### src/rtl/irq_defs.svh
// Purpose: Offsets, field positions and reset values of the enable block
// Assumes: Registers are 24 bits wide, addressed by a 6-bit register index
// Notes: Definitions only
`ifndef IRQ_DEFS_SVH
`define IRQ_DEFS_SVH
`define REG_W 24
`define ADDR_W 6
`define OFS_COMP_EDGE_UPPER 6'h23
`define OFS_DIAG_ENABLE 6'h24
`define RST_COMP_EDGE_UPPER 24'h000000
`define RST_DIAG_ENABLE 24'h000000
`define DIAG_WRITABLE_MASK 24'h000fff
`define DIAG_SRC_W 12
`define EDGE_IN_FIRST 12
`define EDGE_IN_COUNT 12
`define EDGE_IN_LAST_USED 18
`define EDGE_FIELD_W 2
`define BIT_CONVERTER_ERR 11
`define BIT_WETTING_ERR 10
`define BIT_SUPPLY_B 9
`define BIT_SUPPLY_A 8
`define BIT_CHECKSUM_DONE 7
`define BIT_UNDERVOLTAGE 6
`define BIT_SUPPLY_HIGH 5
`define BIT_THERMAL_WARN 4
`define BIT_THERMAL_SHUT 3
`define BIT_SWITCH_CHANGE 2
`define BIT_PARITY_ERR 1
`define BIT_SERIAL_FAIL 0
`endif

### src/rtl/irq_pkg.sv
// Purpose: Shared types of the enable block
// Assumes: Nothing beyond the constants header
// Notes: Edge codes are the two-bit field values
package irq_pkg;
  typedef enum logic [1:0] {
    EDGE_NONE = 2'h0,
    EDGE_RISE = 2'h1,
    EDGE_FALL = 2'h2,
    EDGE_BOTH = 2'h3
  } edge_code_t;
endpackage

### src/rtl/edge_detect.sv
// Purpose: Per-input crossing detector with edge-select code
// Assumes: cmp_i is a comparator result on clk_i, already synchronous
// Notes: First sample after reset compares against zero
`timescale 1ns/1ps
module edge_detect
  import irq_pkg::*;
(
  input wire logic clk_i,
  input wire logic rst_i,
  input wire logic cmp_i,
  input wire logic [1:0] code_i,
  output logic hit_o
);
  logic prev;
  logic next_prev;
  logic rise;
  logic fall;

  always_comb begin
    next_prev = cmp_i;
    rise = cmp_i & ~prev;
    fall = ~cmp_i & prev;
    case (edge_code_t'(code_i))
      EDGE_NONE: hit_o = 1'b0;
      EDGE_RISE: hit_o = rise;
      EDGE_FALL: hit_o = fall;
      EDGE_BOTH: hit_o = rise | fall;
      default: hit_o = 1'b0;
    endcase
  end

  always_ff @(posedge clk_i or posedge rst_i) begin
    if (rst_i) begin
      prev <= 1'b0;
    end else begin
      prev <= next_prev;
    end
  end
endmodule

### src/rtl/diag_gate.sv
// Purpose: Gates diagnostic event levels with their enable bits
// Assumes: Event inputs are pending levels from the status logic
// Notes: Purely combinational; the top registers the result
`timescale 1ns/1ps
`include "irq_defs.svh"
module diag_gate
  import irq_pkg::*;
(
  input wire logic [`DIAG_SRC_W-1:0] event_i,
  input wire logic [`DIAG_SRC_W-1:0] enable_i,
  output logic any_o
);
  logic [`DIAG_SRC_W-1:0] gated;

  always_comb begin
    gated = event_i & enable_i;
    any_o = |gated;
  end
endmodule

### src/rtl/switch_irq_enable_mask.sv
// Purpose: Interrupt enables for comparator inputs 12-23 and diagnostics
// Assumes: Register access arrives as index, strobes and data on clk_i
// Notes: Interrupt pin is active low and driven from a flip-flop
`timescale 1ns/1ps
`include "irq_defs.svh"
module switch_irq_enable_mask
  import irq_pkg::*;
#(
  parameter int NUM_IN = `EDGE_IN_COUNT
)(
  input wire logic clk_i,
  input wire logic rst_i,
  input wire logic [`ADDR_W-1:0] reg_addr_i,
  input wire logic reg_wr_i,
  input wire logic reg_rd_i,
  input wire logic [`REG_W-1:0] reg_wdata_i,
  output logic [`REG_W-1:0] reg_rdata_o,
  input wire logic [NUM_IN-1:0] cmp_result_i,
  input wire logic [`DIAG_SRC_W-1:0] diag_event_i,
  input wire logic [NUM_IN-1:0] comp_pending_clr_i,
  output logic [NUM_IN-1:0] comp_pending_o,
  output logic irq_n_o
);

  ////////////////////////////////////////////////////////////////////////
  // Register file

  logic [`REG_W-1:0] comp_edge_irq_enable_upper;
  logic [`REG_W-1:0] diag_irq_enable;
  logic [`REG_W-1:0] next_comp_edge;
  logic [`REG_W-1:0] next_diag_en;
  logic [`REG_W-1:0] next_rdata;

  function automatic logic hit_addr(input logic [`ADDR_W-1:0] a,
                                    input logic [`ADDR_W-1:0] ofs);
    hit_addr = (a == ofs);
  endfunction

  always_comb begin
    next_comp_edge = comp_edge_irq_enable_upper;
    next_diag_en = diag_irq_enable;
    next_rdata = reg_rdata_o;
    if (reg_wr_i && hit_addr(reg_addr_i, `OFS_COMP_EDGE_UPPER)) begin
      next_comp_edge = reg_wdata_i;
    end
    if (reg_wr_i && hit_addr(reg_addr_i, `OFS_DIAG_ENABLE)) begin
      // Reserved bits never store, so they always read back zero
      next_diag_en = reg_wdata_i & `DIAG_WRITABLE_MASK;
    end
    if (reg_rd_i) begin
      if (hit_addr(reg_addr_i, `OFS_COMP_EDGE_UPPER)) begin
        next_rdata = comp_edge_irq_enable_upper;
      end else if (hit_addr(reg_addr_i, `OFS_DIAG_ENABLE)) begin
        next_rdata = diag_irq_enable & `DIAG_WRITABLE_MASK;
      end else begin
        // Other registers live elsewhere; answer zero here
        next_rdata = `REG_W'(0);
      end
    end
  end

  always_ff @(posedge clk_i or posedge rst_i) begin
    if (rst_i) begin
      comp_edge_irq_enable_upper <= `RST_COMP_EDGE_UPPER;
      diag_irq_enable <= `RST_DIAG_ENABLE;
      reg_rdata_o <= `REG_W'(0);
    end else begin
      comp_edge_irq_enable_upper <= next_comp_edge;
      diag_irq_enable <= next_diag_en;
      reg_rdata_o <= next_rdata;
    end
  end

  ////////////////////////////////////////////////////////////////////////
  // Comparator edge detection, one detector per input

  logic [NUM_IN-1:0] edge_hit;

  // Field i sits at bits 2i+1..2i, input 12 lowest; group of four per
  // threshold is chosen upstream, the code is only the edge choice
  for (genvar i = 0; i < NUM_IN; i++) begin : g_in
    edge_detect u_edge (
      .clk_i(clk_i),
      .rst_i(rst_i),
      .cmp_i(cmp_result_i[i]),
      .code_i(comp_edge_irq_enable_upper[`EDGE_FIELD_W*i +:
                                         `EDGE_FIELD_W]),
      .hit_o(edge_hit[i])
    );
  end

  ////////////////////////////////////////////////////////////////////////
  // Pending comparator events: set beats clear

  logic [NUM_IN-1:0] next_pending;

  always_comb begin
    next_pending = (comp_pending_o & ~comp_pending_clr_i) | edge_hit;
  end

  always_ff @(posedge clk_i or posedge rst_i) begin
    if (rst_i) begin
      comp_pending_o <= '0;
    end else begin
      comp_pending_o <= next_pending;
    end
  end

  ////////////////////////////////////////////////////////////////////////
  // Diagnostic gating and interrupt pin

  logic diag_any;
  logic next_irq_n;

  // Bits 11..0 of the enable register pair with event bits 11..0
  diag_gate u_diag (
    .event_i(diag_event_i),
    .enable_i(diag_irq_enable[`DIAG_SRC_W-1:0]),
    .any_o(diag_any)
  );

  always_comb begin
    next_irq_n = ~(diag_any | (|comp_pending_o));
  end

  always_ff @(posedge clk_i or posedge rst_i) begin
    if (rst_i) begin
      irq_n_o <= 1'b1;
    end else begin
      irq_n_o <= next_irq_n;
    end
  end

endmodule

### config.mk
export PLATFORM = sky130hd
export DESIGN_NAME = switch_irq_enable_mask
export DESIGN_NICKNAME = d
export VERILOG_FILES = /design/src/rtl/irq_pkg.sv /design/src/rtl/edge_detect.sv /design/src/rtl/diag_gate.sv /design/src/rtl/switch_irq_enable_mask.sv
export VERILOG_INCLUDE_DIRS = /design/src /design/src/rtl
export SDC_FILE = /design/constraint.sdc
export NUM_CORES = 1
export LEC_CHECK = 0
export BUFFER_PORTS_ARGS = -buffer_cell sky130_fd_sc_hd__buf_2
export CAP_MARGIN = 15
export CORE_MARGIN = 2
export CORE_UTILIZATION = 47
export CTS_CLUSTER_DIAMETER = 150
export CTS_CLUSTER_SIZE = 25
export DETAILED_ROUTE_END_ITERATION = 8
export PLACE_DENSITY = 0.87
export SLEW_MARGIN = 20
export SYNTH_ARGS = -nofsm -noshare
export SYNTH_HDL_FRONTEND = slang
export SYNTH_SLANG_ARGS = --single-unit
### constraint.sdc
create_clock -name clk_i -period 2 [get_ports clk_i]
set_input_delay 0 -clock clk_i [delete_from_list [all_inputs] [get_ports clk_i]]
set_output_delay 0 -clock clk_i [all_outputs]
set_load 0.05 [all_outputs]
Word level (Yosys, flattened, before mapping)
Cells that the tools add are included.

Register bits after elaboration: 85. Bits of input ports: 70. Output and inout bits: 37. Logic and storage cells: 151.

Equal/unequal tests: 38. Multiplexer cells: 14. Bitwise logic cells: 66. Reductions and logical operators: 16.

Operator list (count): equality test 2 bit, second input constant (24); case mux 1 bit (4 select lines) (12); inverter 1 bit (25); bitwise AND 1 bit (24); bitwise AND 12 bit (2); equality test 2 x 1 -> 1 bit, second input constant (12); logical NOT 2 bit (12); 2-to-1 mux 24 bit (1); OR reduction 12 bit (2); bitwise OR 1 bit (13); equality test 6 bit, second input constant (2); 2-to-1 mux 12 bit (1); inverter 12 bit (1); bitwise OR 12 bit (1); logical AND 1 bit (2).

Longest topological paths before layout
Depth in word-level cells: 5. Depth in mapped cells: 5. Mapped depth without buffers: 5.

Cells and area by module
A second synthesis with hierarchy kept.

Cell total of the unflattened synthesis: 369. Area, all modules: 4162.7 µm².

By module, submodules not included: switch_irq_enable_mask (instances 1, cells an instance 230, area an instance 3035.4 µm², sequential area each 1828.0 µm²); edge_detect (instances 12, cells an instance 11, area an instance 87.6 µm², sequential area each 25.0 µm²); diag_gate (instances 1, cells an instance 7, area an instance 76.3 µm², sequential area each 0.0 µm²).

Worst setup path before layout
No wires, ideal clock.

Kind: reg-to-reg. From: register comp_pending_o[10]. To: register irq_n_o. Library setup time: 82 ps. Data arrival time: 1089 ps. Data required time: 1918 ps. Slack: 829 ps. Cell stages (with the launch flop): 4. Clock period less this slack: 1171 ps. Cell sequence: dfrtp_1 > nor4_1 > nand3_1 > nor3_1.

Cells in the longest elaborated chain, start to end: 3.

RTL lines: from (decl) (RTL line switch_irq_enable_mask.sv:21) `output logic [NUM_IN-1:0] comp_pending_o,`; from (signal assigned) (RTL line switch_irq_enable_mask.sv:105) `comp_pending_o <= next_pending;`; OR reduction 12 bit (RTL line switch_irq_enable_mask.sv:123) `next_irq_n = ~(diag_any | (|comp_pending_o));`; bitwise OR 1 bit (RTL line switch_irq_enable_mask.sv:123); inverter 1 bit (RTL line switch_irq_enable_mask.sv:123); net next_irq_n (RTL line switch_irq_enable_mask.sv:113) `logic next_irq_n;`; to (signal assigned) (RTL line switch_irq_enable_mask.sv:130) `irq_n_o <= next_irq_n;`; to (decl) (RTL line switch_irq_enable_mask.sv:22) `output logic irq_n_o`.

The timed path passes the listed nets, and every way through them passes these cells. A chain may end at the register's enable or synchronous reset.

Worst setup path after layout
From: register diag_irq_enable[7]. To: register irq_n_o.

Cells in the longest elaborated chain, start to end: 4.

RTL lines: from (decl) (RTL line switch_irq_enable_mask.sv:29) `` logic [`REG_W-1:0] diag_irq_enable; ``; from (signal assigned) (RTL line switch_irq_enable_mask.sv:65) `` diag_irq_enable <= `RST_DIAG_ENABLE; ``; from (signal assigned) (RTL line switch_irq_enable_mask.sv:69) `diag_irq_enable <= next_diag_en;`; bitwise AND 12 bit (RTL line diag_gate.sv:16) `gated = event_i & enable_i;`; OR reduction 12 bit (RTL line diag_gate.sv:17) `any_o = |gated;`; bitwise OR 1 bit (RTL line switch_irq_enable_mask.sv:123); inverter 1 bit (RTL line switch_irq_enable_mask.sv:123); net next_irq_n (RTL line switch_irq_enable_mask.sv:113).

The timed path passes the listed nets, and every way through them passes these cells.

==> flow_summary.ini <==
[place]
pre_cts_ws_ns = 0.711
place_congestion = 0.768
numPortBuffers = 106
dp_hpwl_um = 6840

[worst_hold_path]
holdCritStartpoint = reg_addr_i[5]
hold_end = reg_rdata_o[11]
min_path_type = in2reg
hold_depth = 4

[setup_path]
critPathBufInv = 1
cpPeakStageDelay_ns = 0.63
critPathSlowestCell = dlygate4sd3_1
rr_endpoint = irq_n_o
rr_startpoint = diag_irq_enable[7]
startpoint_type = flip-flop
critical_path_required_ns = 2.26
cp.arrival_ns = 2.09
worstSetupEndpointType = flip-flop
crit_fanout = 3
critical_path.top_delay_family = buffers and inverters
timing.critical_path.from = diag_irq_enable[7]
worstPathCellList = a22oi_1, dlygate4sd3_1, nand4_1, nor3_1
reg2reg_slack_ns = 0.17
worstRegToRegCells = 4
crit_type = reg2reg

[final_layout]
diodes = 0
final_cell_mix = 106 x buf_2, 84 x dfrtp_1, 61 x dlygate4sd3_1
nets = 580
final_core_util_pct = 66.6
layout-drive-gt1-share_pct = 35.0
register_area_um2 = 2130
final_common_cell = buf_2
areaGrowthSynthToFinish_pct = 37.5
multi_input_area_um2 = 1630
n_fill_cell = 582

[global_routing]
grt_pass1_vias = 3503
grt_usage_pct = 24.9
grt_max_degree = 32
antenna_found_initial = 0
grt_pass1_wl_um = 16900
overflow = 0

[routing]
drc = 0
wire_per_inst_um = 17.9
initialDrtViolationCount = 113
dr.pass1.iters = 5
via_per_inst = 5.36
ant_nets = 0
vias = 3195
wl_um = 10700

[clock_tree]
h-tree-depth = 3
cts.sinks = 85
cts_max_path_buffers = 2
path_clk_slew_ns = 0.09
cts_made_buffers = 9
insertion_delay_ns = 0.35
cts_tree = built
post_cts_buffers = 0
cts-root-buf = clkbuf_8

[logic_synthesis]
yosys-top-cells-area = dfrtp_1 53%, mux2_4 11%, ha_1 7.6%
synth_seq_cells = 85
avgSynthCellArea_um2 = 12.8
yosysWarnings = 0
synth_nets = 403
synth_area_um2 = 3960
synth_top_area_cell = dfrtp_1
synth_cells = 309
yosysUniqueCellTypes = 26
synth_top_area_share_pct = 53.1
ys_seq_area_share_pct = 53.7

[floorplan]
die_w_um = 95.8
die_area_um2 = 9180
rows = 33
io_pins = 107
initial_core_util_pct = 48.5
die_h_um = 95.8
core_area_um2 = 8180

[timing]
rsz0062_at_grt = false
hold_violations = 0
holdWs_ns = 0.161
worst_pin_slew_ns = 0.550
fin_ws_ns = 0.175
fin_crit_sh_pct = 91.3
skew_ns = 0.00975
layout_min_cycle_time_ns = 1.83
fin_tns_setup_ns = 0
fmax_mhz = 548
maxSlewHeadroom_pct = 63.2
drv_slew = 0
finalSetupViolCount = 0

[pwr]
ir_drop_v = 0.000492
power.density_nw_per_um2 = 753
power.leakage_nw = 2.87

[outcome]
status = complete, no violations

[run]
drv_cap = 0
==> cell usage after synthesis <==
cell / number
dfrtp_1: 84
inv_1: 38
mux2_4: 30
ha_1: 24
nor2b_1: 22
a22oi_1: 18
nand2_1: 16
a22o_1: 12
o221ai_1: 12
o2bb2ai_1: 12
o21ai_0: 11
mux2_2: 6
buf_2: 4
buf_6: 3
clkbuf_1: 3
nor4_1: 3
nor3_1: 2
and3b_1: 1
and4bb_2: 1
dfstp_2: 1
nand2_4: 1
nand3_1: 1
nand4_1: 1
nand4bb_1: 1
nor3b_2: 1
o211ai_1: 1
==> report_power, final <==
group | internal [mW] | leakage [nW] | switching [mW]
Sequential | 1.88 | 1.12 | 0.167
Combinational | 0.401 | 1.64 | 0.442
Clock | 0.584 | 0.104 | 0.629
==> worst reg2reg max path, stage by stage, from the launching register on <==
cell	delay, ns
dfrtp_1	0.44
a22oi_1	0.30
dlygate4sd3_1	0.63
nand4_1	0.12
nor3_1	0.25
==> cell type report <==
cell class                      count  share of cell area [%]
Timing Repair Buffer              176                    22.4
Clock inverter                      7                    1.31
Clock buffer                        9                    2.27
Tap cell                          105                    2.41
Inverter                           38                    2.69
Sequential cell                    85                    39.1
Multi-Input combinational cell    176                    29.8
==> kinds of logic after synthesis <==
group           after synthesis  share of synthesized area [%]
compound gates               66                           13.0
fa+ha+maj                    24                           7.58
buf+inv                      48                           5.24
flops                        85                           53.7
mux                          36                           13.1
simple gates                 50                           7.42
==> flip-flops by register name (all words and copies together) (netlist names) <==
register                    flops
irq_n_o                         1
comp_edge_irq_enable_upper     24
diag_irq_enable                12
g_in.u_edge.prev               12
comp_pending_o                 12
reg_rdata_o                    24
==> worst max-delay path by stage <==
stage,endpoint,slack [ns],cells after the start
after global routing,irq_n_o,0.13,4
after floorplan,irq_n_o,0.83,3
after global placement,irq_n_o,0.70,3
after CTS,irq_n_o,0.36,4
after detailed placement,irq_n_o,0.71,3
final,irq_n_o,0.17,4
==> metal layers <==
| metal | GRT usage (%) | vias to the layer above | routed length (um) | part of all wire, % |
|---|---|---|---|---|
| met5 | 0 | - | 0 | 0 |
| met4 | 7.50 | 0 | 216 | 2.0 |
| met3 | 7.52 | 18 | 696 | 6.5 |
| met2 | 45.5 | 128 | 5590 | 52 |
| met1 | 27.7 | 1598 | 4190 | 39 |
| li1 | - | 1451 | - | - |
==> stage by stage <==
stage                     total power, mW  std cells  cell area, um^2
final                                4.10        596             5450
after global routing                 4.30        596             5450
after CTS                            4.12        596             5450
after detailed placement             2.80        519             4640
after global placement               2.76        519             4640
after floorplan                      2.52        309             3970
==> what timing repair did <==
action	CTS	global route
endpoints found under the hold margin	82	0
hold buffers	61	0
resized for setup	0	0
Power figures use the tool's default switching activity.
